===== src/design/fdp_defines.svh =====
// Constants of the fast disk data-port engine.
`ifndef FDP_DEFINES_SVH
`define FDP_DEFINES_SVH
// ====================================================================
// Port map
`define FDP_BASE0     16'h01F0
`define FDP_BASE1     16'h0170
`define FDP_BASE2     16'h05F0
`define FDP_BASE3     16'h0570
`define FDP_ZERO_OFS  16'h0000
`define FDP_CTL_OFS   16'h0206
`define FDP_CMD_MASK  16'hFFF8
`define FDP_CTL_MASK  16'hFFFE
`define FDP_DATA_OFS  3'h0
`define FDP_SEL_OFS   3'h6
`define FDP_SEL_BIT   4
// ====================================================================
// Timing codes and limits
`define FDP_ASU_MAX   3'h4
`define FDP_REC_MAX   5'h18
`define FDP_WID_MAX   5'h10
`define FDP_REC_LIN   4'h8
`define FDP_REC_BASE  5'h0A
`define FDP_SPD_ISA   2'h3
`define FDP_SPD_B     2'h1
`define FDP_T2_END1   2'h0
`define FDP_T2_END2   2'h1
`define FDP_WID_LAST  5'h01
`define FDP_LEN_MAX   6'h3F
// ====================================================================
// Synchroniser bit positions
`define FDP_SY_ACT    0
`define FDP_SY_GNT    1
`define FDP_SY_IOR    2
`define FDP_SY_IOW    3
`define FDP_SY_RDY    4
`define FDP_SY_XA0    5
`define FDP_SY_XA1    6
`define FDP_SY_SBHE   7
`define FDP_SY_FB7    8
`define FDP_SY_XD_LO  9
`define FDP_SY_XD_HI  15
`endif


===== src/design/fdp_pkg.sv =====
// Types of the fast disk data-port engine.
package fdp_pkg;
  typedef enum logic [2:0] {
    FDP_ST_IDLE = 3'h1,
    FDP_ST_WAIT = 3'h2,
    FDP_ST_CMD  = 3'h4
  } fdp_st_type;

  typedef struct packed {
    fdp_st_type  st;
    logic [1:0]  t2;
    logic [4:0]  wid;
    logic [2:0]  asu;
    logic [4:0]  rec;
    logic        second;
    logic        wr;
    logic        dword;
    logic [2:0]  drv;
    logic [3:0]  sel;
    logic [15:0] addr;
    logic        isa_drv;
    logic        isa_seen;
    logic [15:0] sy1;
    logic [15:0] sy2;
    logic        xa0;
    logic        xa1;
    logic        a2;
    logic        cs0_n;
    logic        cs1_n;
    logic        ior_n;
    logic        iow_n;
    logic        dir_lo;
    logic        dir_hi;
    logic        sys_data_buffer_enable_n_n;
    logic        iden_n;
    logic        done;
    logic        bypass;
    logic [7:0]  rbyte;
  } fdp_state_type;
endpackage


===== src/design/fdp_timing_sel.sv =====
// Per-drive timing set selection and decoding of programmed codes.
`timescale 1ns/1ps
`include "fdp_defines.svh"
module fdp_timing_sel
  import fdp_pkg::*;
(
  // Drive and speed selection
  input  wire logic [2:0]  drv,
  input  wire logic [11:0] drive_speed,
  // Timing set A
  input  wire logic [3:0]  rd_a,
  input  wire logic [3:0]  wr_a,
  input  wire logic [3:0]  rec_a,
  input  wire logic [1:0]  asu_a,
  // Timing set B
  input  wire logic [3:0]  rd_b,
  input  wire logic [3:0]  wr_b,
  input  wire logic [3:0]  rec_b,
  input  wire logic [1:0]  asu_b,
  // Bypass flag and decoded clocks
  output logic             bypass,
  output logic [4:0]       rd_clk,
  output logic [4:0]       wr_clk,
  output logic [4:0]       rec_clk,
  output logic [2:0]       asu_clk
);
  // ==================================================================
  // Decoders
  function automatic logic [4:0] dec_width(input logic [3:0] c);
    dec_width = (c == 4'h0) ? `FDP_WID_MAX : {1'b0, c};
  endfunction

  function automatic logic [4:0] dec_rec(input logic [3:0] c);
    logic [4:0] lin;
    lin = {1'b0, c};
    if (c == 4'h0) begin
      dec_rec = `FDP_REC_MAX;
    end else if (c <= `FDP_REC_LIN) begin
      dec_rec = lin;
    end else begin
      dec_rec = `FDP_REC_BASE + 5'((lin - 5'h09) << 1);
    end
  endfunction

  // ==================================================================
  // Set selection
  logic [1:0] code;
  logic       use_b;

  always_comb begin
    if (drv[2]) begin
      code = {1'b0, drive_speed[8 + {30'h0, drv[1:0]}]};
    end else begin
      code = drive_speed[{drv[1:0], 1'b0} +: 2];
    end
    use_b   = (code == `FDP_SPD_B);
    bypass  = (code == `FDP_SPD_ISA);
    rd_clk  = dec_width(use_b ? rd_b : rd_a);
    wr_clk  = dec_width(use_b ? wr_b : wr_a);
    rec_clk = dec_rec(use_b ? rec_b : rec_a);
    asu_clk = (use_b ? asu_b : asu_a) == 2'h0 ? `FDP_ASU_MAX : {1'b0, (use_b ? asu_b : asu_a)};
  end
endmodule


===== src/design/fdp_port.sv =====
// Fast disk data-port engine on the local bus clock.
`timescale 1ns/1ps
`include "fdp_defines.svh"
module fdp_port
  import fdp_pkg::*;
(
  // Clock and reset
  input  wire logic        sys_clk,
  input  wire logic        srst,
  // Local bus I/O request
  input  wire logic        io_req,
  input  wire logic [15:0] io_addr,
  input  wire logic        io_write,
  input  wire logic        io_dword,
  input  wire logic [7:0]  io_wdata,
  output logic             io_done,
  output logic             io_bypass,
  output logic [7:0]       io_rdata_3f7,
  // Configuration
  input  wire logic        cfg_late_t2,
  input  wire logic [11:0] cfg_drive_speed,
  input  wire logic [3:0]  cfg_rd_a,
  input  wire logic [3:0]  cfg_wr_a,
  input  wire logic [3:0]  cfg_rec_a,
  input  wire logic [1:0]  cfg_asu_a,
  input  wire logic [3:0]  cfg_rd_b,
  input  wire logic [3:0]  cfg_wr_b,
  input  wire logic [3:0]  cfg_rec_b,
  input  wire logic [1:0]  cfg_asu_b,
  // System pins
  input  wire logic        isa_cycle_active,
  input  wire logic        dma_bus_grant_n,
  input  wire logic        isa_ior_n,
  input  wire logic        isa_iow_n,
  input  wire logic        isa_xa0,
  input  wire logic        isa_xa1,
  input  wire logic        isa_sbhe_n,
  input  wire logic        drive_ready,
  input  wire logic        floppy_bit7_input,
  input  wire logic [6:0]  ext_data_bus,
  // Drive pins
  output logic             ext_addr_bit0,
  output logic             ext_addr_bit1,
  output logic             drive_addr_bit2,
  output logic             drive_cmd_select_n,
  output logic             drive_ctl_select_n,
  output logic             drive_read_strobe_n,
  output logic             drive_write_strobe_n,
  output logic             drive_buffer_enable_n,
  // Buffer steering
  output logic             sys_data_dir_lo,
  output logic             sys_data_dir_hi,
  output logic             sys_data_buffer_enable_n
);
  // ==================================================================
  // Port decoding
  localparam logic [15:0] BASES [4] = '{`FDP_BASE0, `FDP_BASE1, `FDP_BASE2, `FDP_BASE3};

  function automatic logic [2:0] port_chan(input logic [15:0] a, input logic [15:0] ofs,
                                           input logic [15:0] msk);
    port_chan = 3'h0;
    for (int i = 0; i < 4; i++) begin
      if ((a & msk) == BASES[i] + ofs) begin
        port_chan = {1'b1, 2'(i)};
      end
    end
  endfunction

  // ==================================================================
  // State and decoded values
  fdp_state_type s;
  fdp_state_type n;
  logic [15:0]   pins;
  logic [2:0]    req_cmd;
  logic [2:0]    req_ctl;
  logic [2:0]    lat_cmd;
  logic [2:0]    lat_ctl;
  logic [2:0]    req_drv;
  logic [2:0]    t_drv;
  logic          t_bypass;
  logic [4:0]    rd_need;
  logic [4:0]    wr_need;
  logic [4:0]    rec_need;
  logic [2:0]    asu_need;
  logic          held;
  logic          t2_ok;
  logic          fast;
  logic          rd_act;
  logic          p3f7;

  assign pins    = {ext_data_bus, floppy_bit7_input, isa_sbhe_n, isa_xa1, isa_xa0, drive_ready,
                    isa_iow_n, isa_ior_n, dma_bus_grant_n, isa_cycle_active};
  assign req_cmd = port_chan(io_addr, `FDP_ZERO_OFS, `FDP_CMD_MASK);
  assign req_ctl = port_chan(io_addr, `FDP_CTL_OFS, `FDP_CTL_MASK);
  assign lat_cmd = port_chan(s.addr, `FDP_ZERO_OFS, `FDP_CMD_MASK);
  assign lat_ctl = port_chan(s.addr, `FDP_CTL_OFS, `FDP_CTL_MASK);
  assign req_drv = {req_cmd[1:0], s.sel[req_cmd[1:0]]};
  assign t_drv   = (s.st == FDP_ST_IDLE) ? req_drv : s.drv;

  // Timing set chosen per drive.
  fdp_timing_sel i_fdp_timing_sel (
    .drv         (t_drv),
    .drive_speed (cfg_drive_speed),
    .rd_a        (cfg_rd_a),
    .wr_a        (cfg_wr_a),
    .rec_a       (cfg_rec_a),
    .asu_a       (cfg_asu_a),
    .rd_b        (cfg_rd_b),
    .wr_b        (cfg_wr_b),
    .rec_b       (cfg_rec_b),
    .asu_b       (cfg_asu_b),
    .bypass      (t_bypass),
    .rd_clk      (rd_need),
    .wr_clk      (wr_need),
    .rec_clk     (rec_need),
    .asu_clk     (asu_need)
  );

  // ==================================================================
  // Next state
  always_comb begin
    n        = s;
    n.sy1    = pins;
    n.sy2    = s.sy1;
    n.done   = 1'b0;
    n.bypass = 1'b0;
    held     = !s.sy2[`FDP_SY_ACT] && s.sy2[`FDP_SY_GNT] && !s.isa_drv;
    t2_ok    = s.t2 >= (cfg_late_t2 ? `FDP_T2_END2 : `FDP_T2_END1);
    // Setup counter restarts whenever defaults are dropped.
    if (!held) begin
      n.asu = 3'h0;
    end else if (s.asu < `FDP_ASU_MAX) begin
      n.asu = s.asu + 3'h1;
    end
    // Recovery counter restarts on any active strobe.
    if (!s.ior_n || !s.iow_n) begin
      n.rec = 5'h00;
    end else if (s.rec < `FDP_REC_MAX) begin
      n.rec = s.rec + 5'h01;
    end
    // Tracks a bypassed drive-port cycle until the ISA cycle ends.
    if (s.isa_drv && s.sy2[`FDP_SY_ACT]) begin
      n.isa_seen = 1'b1;
    end
    if (s.isa_drv && s.isa_seen && !s.sy2[`FDP_SY_ACT]) begin
      n.isa_drv  = 1'b0;
      n.isa_seen = 1'b0;
    end
    case (s.st)
      FDP_ST_IDLE: begin
        if (io_req) begin
          n.addr   = io_addr;
          n.wr     = io_write;
          n.dword  = io_dword;
          n.second = 1'b0;
          // Data-port accesses run one 16-bit strobe, or two in a row when io_dword is set.
          if (req_cmd[2] && io_addr[2:0] == `FDP_DATA_OFS && !t_bypass) begin
            n.st  = FDP_ST_WAIT;
            n.t2  = 2'h0;
            n.drv = req_drv;
          end else begin
            n.bypass   = 1'b1;
            n.isa_drv  = req_cmd[2] || req_ctl[2];
            n.isa_seen = 1'b0;
            if (req_cmd[2] && io_write && io_addr[2:0] == `FDP_SEL_OFS) begin
              n.sel[req_cmd[1:0]] = io_wdata[`FDP_SEL_BIT];
            end
          end
        end
      end
      FDP_ST_WAIT: begin
        // Only fast data-port cycles wait on setup and recovery.
        if (t2_ok && s.asu >= asu_need && s.rec >= rec_need) begin
          n.st  = FDP_ST_CMD;
          n.wid = s.wr ? wr_need : rd_need;
        end else if (!t2_ok) begin
          n.t2 = s.t2 + 2'h1;
        end
      end
      FDP_ST_CMD: begin
        if (s.wid != `FDP_WID_LAST) begin
          n.wid = s.wid - 5'h01;
        end else if (s.sy2[`FDP_SY_RDY]) begin
          if (s.dword && !s.second) begin
            n.st     = FDP_ST_WAIT;
            n.second = 1'b1;
          end else begin
            n.st   = FDP_ST_IDLE;
            n.done = 1'b1;
          end
        end
      end
      default: begin
        n.st = FDP_ST_IDLE;
      end
    endcase
    // Strobes merge the fast engine with the copied ISA commands.
    fast    = (n.st == FDP_ST_CMD);
    n.ior_n = !((fast && !n.wr) || (n.isa_drv && !s.sy2[`FDP_SY_IOR]));
    n.iow_n = !((fast && n.wr) || (n.isa_drv && !s.sy2[`FDP_SY_IOW]));
    n.iden_n = n.ior_n && n.iow_n;
    // Address lines sit at the data-port defaults when idle.
    n.xa0   = held ? 1'b0 : s.sy2[`FDP_SY_XA0];
    n.xa1   = held ? 1'b0 : s.sy2[`FDP_SY_XA1];
    n.a2    = held ? 1'b0 : s.sy2[`FDP_SY_SBHE];
    n.cs0_n = held ? 1'b0 : !(s.isa_drv && lat_cmd[2]);
    n.cs1_n = held ? 1'b1 : !(s.isa_drv && lat_ctl[2]);
    // Reads from drive ports are driven by the disk buffers.
    rd_act   = !s.sy2[`FDP_SY_IOR];
    n.dir_lo = !(rd_act && !s.isa_drv);
    n.dir_hi = !(rd_act && !s.isa_drv);
    p3f7     = s.isa_drv && lat_ctl[2] && s.addr[0];
    n.sys_data_buffer_enable_n_n = p3f7 && !s.wr;
    if (p3f7 && !s.wr && rd_act) begin
      n.rbyte = {s.sy2[`FDP_SY_FB7], s.sy2[`FDP_SY_XD_HI:`FDP_SY_XD_LO]};
    end
  end

  // ==================================================================
  // State register
  always_ff @(posedge sys_clk) begin
    if (srst) begin
      s        <= '0;
      s.st     <= FDP_ST_IDLE;
      s.cs1_n  <= 1'b1;
      s.ior_n  <= 1'b1;
      s.iow_n  <= 1'b1;
      s.iden_n <= 1'b1;
      s.dir_lo <= 1'b1;
      s.dir_hi <= 1'b1;
      // Synchronisers start at the idle pin levels, so no false cycle follows reset.
      s.sy1[`FDP_SY_GNT] <= 1'b1;
      s.sy1[`FDP_SY_IOR] <= 1'b1;
      s.sy1[`FDP_SY_IOW] <= 1'b1;
      s.sy1[`FDP_SY_RDY] <= 1'b1;
      s.sy2[`FDP_SY_GNT] <= 1'b1;
      s.sy2[`FDP_SY_IOR] <= 1'b1;
      s.sy2[`FDP_SY_IOW] <= 1'b1;
      s.sy2[`FDP_SY_RDY] <= 1'b1;
    end else begin
      s <= n;
    end
  end

  assign io_done                  = s.done;
  assign io_bypass                = s.bypass;
  assign io_rdata_3f7             = s.rbyte;
  assign ext_addr_bit0            = s.xa0;
  assign ext_addr_bit1            = s.xa1;
  assign drive_addr_bit2          = s.a2;
  assign drive_cmd_select_n       = s.cs0_n;
  assign drive_ctl_select_n       = s.cs1_n;
  assign drive_read_strobe_n      = s.ior_n;
  assign drive_write_strobe_n     = s.iow_n;
  assign drive_buffer_enable_n    = s.iden_n;
  assign sys_data_dir_lo          = s.dir_lo;
  assign sys_data_dir_hi          = s.dir_hi;
  assign sys_data_buffer_enable_n = s.sys_data_buffer_enable_n_n;

  // ==================================================================
  // Checks
  logic [5:0] cmd_len;

  always_ff @(posedge sys_clk) begin
    if (srst || s.st != FDP_ST_CMD) begin
      cmd_len <= 6'h00;
    end else if (cmd_len != `FDP_LEN_MAX) begin
      cmd_len <= cmd_len + 6'h01;
    end
  end
endmodule


===== config.mk =====
export PLATFORM = sky130hd
export DESIGN_NAME = fdp_port
export DESIGN_NICKNAME = d
export VERILOG_FILES = /design/src/design/fdp_pkg.sv /design/src/design/fdp_timing_sel.sv /design/src/design/fdp_port.sv
export VERILOG_INCLUDE_DIRS = /design/src /design/src/design
export SDC_FILE = /design/constraint.sdc
export NUM_CORES = 1
export LEC_CHECK = 0
export ABC_CLOCK_PERIOD_IN_PS = 5610
export BUFFER_PORTS_ARGS = -buffer_cell sky130_fd_sc_hd__clkbuf_2
export CORE_ASPECT_RATIO = 1.4
export CORE_MARGIN = 2
export CORE_UTILIZATION = 38
export CTS_CLUSTER_DIAMETER = 120
export DETAILED_ROUTE_END_ITERATION = 6
export HOLD_SLACK_MARGIN = 0.02
export RECOVER_POWER = 25
export SYNTH_ARGS = -nofsm -noshare
export SYNTH_HDL_FRONTEND = slang
export SYNTH_SLANG_ARGS = --single-unit

===== constraint.sdc =====
create_clock -name sys_clk -period 5.61 [get_ports sys_clk]
set_input_delay 1.122 -clock sys_clk [delete_from_list [all_inputs] [get_ports sys_clk]]
set_output_delay 1.122 -clock sys_clk [all_outputs]
set_load 0.01 [all_outputs]

---- After elaboration in Yosys (flattened, before gate mapping) ----
Cells that the tools add are included.
storage, ports and cells
  output and inout bits ................... 21
  bits in latches ......................... 0
  memory bits (writable) .................. 0
  memories kept ........................... 0
  memory bits (read-only) ................. 0
  register bits ........................... 98
  input bits .............................. 86
cells by class
  multiply operators ...................... 0
  divide/modulo/power cells ............... 0
  reduce and logical (&&, ||, !) cells .... 62
  add/subtract/negate cells ............... 7
  shifts and indexed selects .............. 1
  bitwise logic cells ..................... 6
  order comparisons ....................... 9
  mux-type cells .......................... 63
  eq/ne operators ......................... 33
operator list
  operator              number
  $mux 3                22
  $eq 15x10->1 const B  4
  $eq 15x9->1 const B   4
  $eq 13x6->1 const B   4
  $eq 13x8->1 const B   4
  $mux 5                9
  $lt 32x5->1 const B   1
  $mux 28               1
  $mux 27               1
  $logic_and 1x1->1     24
  $mux 4                5
  $ne 2x2->1 const B    8
  $logic_not 1->1       15
  $mux 2                7
  $logic_not 4->1       3
  $shiftx 12x4->2       1
  $mux 1                10
  $pmux 5 s2            1
  $reduce_and 5->1      2
  $eq 3x3->1 const B    3
  $pmux 3 s3            1
  $not 1->1             6
  $reduce_and 3->1      2
  $reduce_bool 2->1     3
  35 further kinds      40

---- Longest topological paths before layout ----
  depth after elaboration ................. 27
  gate-level depth with buffers ........... 17
  gate-level depth less buffers ........... 16

---- By module ----
Synthesis repeated with hierarchy kept, for this count alone.
unflattened totals
  cells, all modules ...................... 489
  area total of the unflattened synthesis .. 4471.8 um^2
by module, submodules not included
  module          area an instance (um^2)  cells an instance  sequential area each (um^2)  times used
  fdp_port        3958.8                   435                1921.8                       1
  fdp_timing_sel  513.0                    54                 0.0                          1

---- Worst setup path before layout ----
Ideal clock, no wire load.
  kind .................................... input-to-reg
  start point ............................. input port io_addr[15]
  end point ............................... register s[91] (netlist name)
  data required time ...................... 5.482 ns
  library setup time ...................... 0.128 ns
  buffers on the path ..................... 1
  stages .................................. 17
  arrival time ............................ 4.339 ns
  path slack .............................. 1.144 ns
  path through ............................ nor4b_4 nand4_4 o21ai_2 o2111ai_2 mux2_4 buf_2 nand3b_1 nand2_1 ha_1 nand2b_1 a21o_1 a21oi_1 o21a_1 nor3_1 mux2i_1 a221oi_1 nor2_1
on the way
  longest elaborated chain between the ends .. 21
  elaborated cells on any way between the ends .. 40
ends and longest elaborated chain
  item                          line                  RTL
  from (decl)                   fdp_port.sv:12        input wire logic [15:0] io_addr,
  $eq 13x6->1                   fdp_port.sv:63        if ((a & msk) == BASES[i] + ofs) begin
  $mux 3 (2 in a row)           fdp_port.sv:63
  $mux 3 (*)                    fdp_port.sv:63
  $bmux 1 s2                    fdp_port.sv:97        assign req_drv = {req_cmd[1:0], s.sel[req_cmd[1:0]]};
  $mux 1 (not written as such)  fdp_port.sv:97
  $mux 3 (*)                    fdp_port.sv:98        assign t_drv = (s.st == FDP_ST_IDLE) ? req_drv : s.drv;
  $add 4x2->5                   fdp_timing_sel.sv:52  code = {1'b0, drive_speed[8 + {30'h0, drv[1:0]}]};
  $bmux 1 s4                    fdp_timing_sel.sv:52
  [4 not listed]                -
  $sub 4x4->4                   fdp_timing_sel.sv:41  dec_rec = `FDP_REC_BASE + 5'((lin - 5'h09) << 1);
  $add 4x5->5 (no line)         -
  $mux 5                        fdp_timing_sel.sv:38  end else if (c <= `FDP_REC_LIN) begin
  $mux 5                        fdp_timing_sel.sv:36  if (c == 4'h0) begin
  $ge 5x5->1                    fdp_port.sv:173       if (t2_ok && s.asu >= asu_need && s.rec >= rec_need) begin
  $logic_and 1x1->1             fdp_port.sv:173
  $ne 2x2->1 (no line)          -
  $reduce_and 3->1 (no line)    -
  to (signal assigned)          fdp_port.sv:241       s <= n;
  to (decl)                     fdp_port.sv:71        fdp_state_type s;
Every way passes the cells marked *; elsewhere a longest branch is shown, timed or not. The select of a mux whose other input is x is not followed.
A chain may end at the register's enable or synchronous reset.

---- Final worst setup path ----
  start point ............................. input port io_addr[15]
  end point ............................... register s, in the netlist drive_write_strobe_n
on the way
  longest elaborated chain between the ends .. 25
  elaborated cells on any way between the ends .. 56
ends and longest elaborated chain
  item                          line                  RTL
  $eq 13x6->1                   fdp_port.sv:63
  $mux 3 (3 in a row)           fdp_port.sv:63
  $bmux 1 s2                    fdp_port.sv:97
  $mux 1 (not written as such)  fdp_port.sv:97
  $mux 3                        fdp_port.sv:98
  $add 4x2->5                   fdp_timing_sel.sv:52
  $bmux 1 s4                    fdp_timing_sel.sv:52
  $mux 1 (not written as such)  fdp_timing_sel.sv:52
  [7 not listed]                -
  $ge 5x5->1                    fdp_port.sv:173
  $logic_and 1x1->1             fdp_port.sv:173
  $mux 3                        fdp_port.sv:173
  $pmux 3 s3                    fdp_port.sv:149       case (s.st)
  $eq 3x3->1                    fdp_port.sv:198       fast = (n.st == FDP_ST_CMD);
  $logic_and 1x1->1             fdp_port.sv:200       n.iow_n = !((fast && n.wr) || (n.isa_drv && !s.sy2[`FDP_SY_IOW]));
  $logic_or 1x1->1 (*)          fdp_port.sv:200
  $logic_not 1->1 (*)           fdp_port.sv:200
Marked as above.

==> results.md <==
- Synthesis-to-finish area growth: 19.6%
- Post-synth cell types: 59
- PortBufs: 99
- Primary FF master, synth: dfxtp_1
- WL final: 9920 um
- Avg WL per Cell: 13.8 um
- Layout fillers: 1143
- Place WS: 652 ps
- Highest-delay cell along the critical path: mux2i_2
- # diodes: 0
- Post-Synthesis Net Count: 587
- Reg clk slew, reported paths: 70 ps
- Final Hold Vio Count: 0
- FP Rows: 46
- CTS tree: built
- First-pass GRT wire length: 16200 um
- 1st-iter DRT viols: 132
- Synth Warn #: 0
- CP max FO: 8
- Via count: 3685
- Mean number of vias per cell: 5.11
- Count of final setup violators: 0
- Cts hold-fix bufs: 0
- Most numerous cell in the Yosys netlist: dfxtp_1
- Largest delay share family, worst path: compound AO/OA/AOI/OAI gates
- Largest net degree at the start of global routing: 80
- Post-route cell area: 0.00528 sq mm
- Post-synth ARST share: 0%
- Power consumption: 1.50 mW
- Number of flops mapped to enable cells by yosys: 0
- Post-cts sizing count: 0
- Total CTS buffers: 9
- Maximum root-to-sink buffer count: 2
- Status: finished with violations
- Mapped Avg Cell Area: 9.05 sq um
- Final Worst Setup Slack: 1010 ps
- Max IR drop VDD: 0.000177 V
- GRT Util Overall: 16.4%
- Die Y: 132 um
- Die width: 95.1 um
- Power density over cell area: 284 mW/mm^2
- Post-synth top area share: 43.5%
- CP required: 5810 ps
- Gpl congestion: 0.843
- RSZ-0062 raised after global routing: false
- Post-CTS setup buffers: 0
- Placed Cells: 705
- CTS HTree Levels: 3
- Setup Skew: 8.69 ps
- Slew HR: -116%
- Max incr delay on CP: 560 ps
- WP buf/inv: 1
- Data arrival time of the worst path: 4800 ps
- Antenna violations before repair: 0
- Max cap viols: 1
- Commonest cells in the netlist: dfxtp_1 (96), nand2_1 (56), nor2_1 (49), a21oi_1 (33), nor2b_1 (33)
- Critical Path Start Type: input port
- Non-filler instance count after layout: 721
- Gr ovfl total: 0
- Fraction of layout instances using a drive strength above 1: 23.7%
- Failing checks: capacitance limit, slew limit
- Placed Instance Area: 0.00497 sq mm
- Hpwl dp: 7560 um
- CTS Sinks: 96
- CP endpoint kind: register
- Num ports: 107
- Initial core utilization: 38.9%
- Syn Std Cell Area: 0.00442 sq mm
- Worst slew pin tran: 3230 ps
- Leakage power: 2.19 nW
- Synth area leader: dfxtp_1
- Ranking of synthesized cells by area: dfxtp_1 (44%), mux2i_1 (5.7%), nand2_1 (4.8%)
- Min-Delay Path Class: reg2reg
- Core footprint: 0.0113 sq mm
- F_max: 0.217 GHz
- CP Class: in2reg
- DIE AREA: 0.0125 sq mm
- Yosys reg bits: 96
- Fraction of the cycle the final worst path needs: 82.0%
- CP Cell Sequence: clkbuf_2, nor4b_4, nand4_1, a32oi_1, a32oi_1, mux2i_2, mux2i_1, nand3_1, ha_1, nor2b_1, o21ai_0, nor2_1, o21ai_0, a2111oi_2, a22oi_1
- Clock root cell: clkbuf_16
- DRT Pass-1 Iters: 4
- Setup TNS: 0 ps
- Min Tclk post-route: 4600 ps
- Antenna viol nets, final: 0
- Drt drc: 0
- Clk_lat worst skew: 340 ps
- Nets: 671
- Vias in the first global route: 3482
- Register area share after synthesis: 43.5%
- Fin. max-slew vios: 80
- Cells after Synth: 488
logic make-up after synthesis:
logic type	share of synthesized area [%]
simple gates	27.5
flops	43.5
compound gates	11.7
buf+inv	3.85
mux	9.21
fa+ha+maj	3.68
xor+xnor	0.595
metrics by stage:
step	hold slack, ps	util [%]
floorplan	389	-
global placement	392	43.8
detailed placement	397	43.8
CTS	409	46.6
global route	424	46.6
finish	407	46.6
layout by cell type (no fill, tap or decap), types with 4 or more instances in the layout:
cell / n
or2_2: 9
nor2b_1: 33
clkbuf_16: 9
o21ai_0: 14
clkbuf_2: 99
nand4_1: 5
a22oi_1: 4
inv_1: 8
nor3_1: 8
nand3_1: 12
mux2i_1: 25
a211oi_1: 4
ha_1: 13
nor2_1: 49
nand2_1: 56
dfxtp_1: 96
a32oi_1: 4
a21oi_1: 33
nor4_1: 9
and2_1: 7
nor3b_1: 4
nand2b_1: 7
or3_1: 5
nand3b_1: 4
power breakdown:
part,total (mW),switching [mW],leakage [nW],internal (mW)
Combinational,0.131,0.0678,1.24,0.0632
Clock,0.651,0.258,0.157,0.393
Sequential,0.717,0.0125,0.786,0.704
Total,1.50,0.339,2.19,1.16
metal layers:
layer / GRT usage [%] / share of wire, % / vias to the layer above / routed length (um)
met5: 0 / 0 / - / 0
met4: 7.25 / 2.8 / 0 / 282
met3: 4.76 / 5.8 / 20 / 576
met2: 27.4 / 50 / 99 / 4920
met1: 18.9 / 42 / 1684 / 4140
li1: - / - / 1882 / -
worst register-to-register path: cells and delay by family (launching register included):
kind	cells	cell delay, ps
compound gates	6	1380
simple gates	5	970
mux	2	940
flops	1	380
fa+ha+maj	1	280
state kept, by name (all words and copies together), names as in the netlist, named ones only:
signal                    flops
drive_write_strobe_n          1
drive_addr_bit2               1
s                            56
io_bypass                     1
drive_ctl_select_n            1
ext_addr_bit0                 1
sys_data_dir_hi               1
n                            16
io_rdata_3f7                  8
ext_addr_bit1                 1
io_done                       1
sys_data_buffer_enable_n      1
drive_cmd_select_n            1
drive_read_strobe_n           1
drive_buffer_enable_n         1
layout make-up:
cell class | instances | area (sq um) | share of cell area (%)
Multi-Input combinational cell | 356 | 2320 | 44.0
Sequential cell | 96 | 1920 | 36.4
Timing Repair Buffer | 101 | 507 | 9.59
Clock buffer | 10 | 229 | 4.33
Tap cell | 144 | 180 | 3.41
Clock inverter | 6 | 91.3 | 1.73
Inverter | 8 | 30.0 | 0.568
final timing paths:
kind	start	endpoint	slack (ps)	cells past startpoint
setup reg to reg	s[98]$_SDFF_PP0_	drive_write_strobe_n$_SDFF_PP1_	1530	14
hold reg to reg	n[25]$_SDFF_PP1_	s[25]$_SDFF_PP1_	410	1
setup / recovery	io_addr[15]	drive_write_strobe_n$_SDFF_PP1_	1010	15
hold / removal	n[25]$_SDFF_PP1_	s[25]$_SDFF_PP1_	410	1
(Power assumes the default switching activity.)
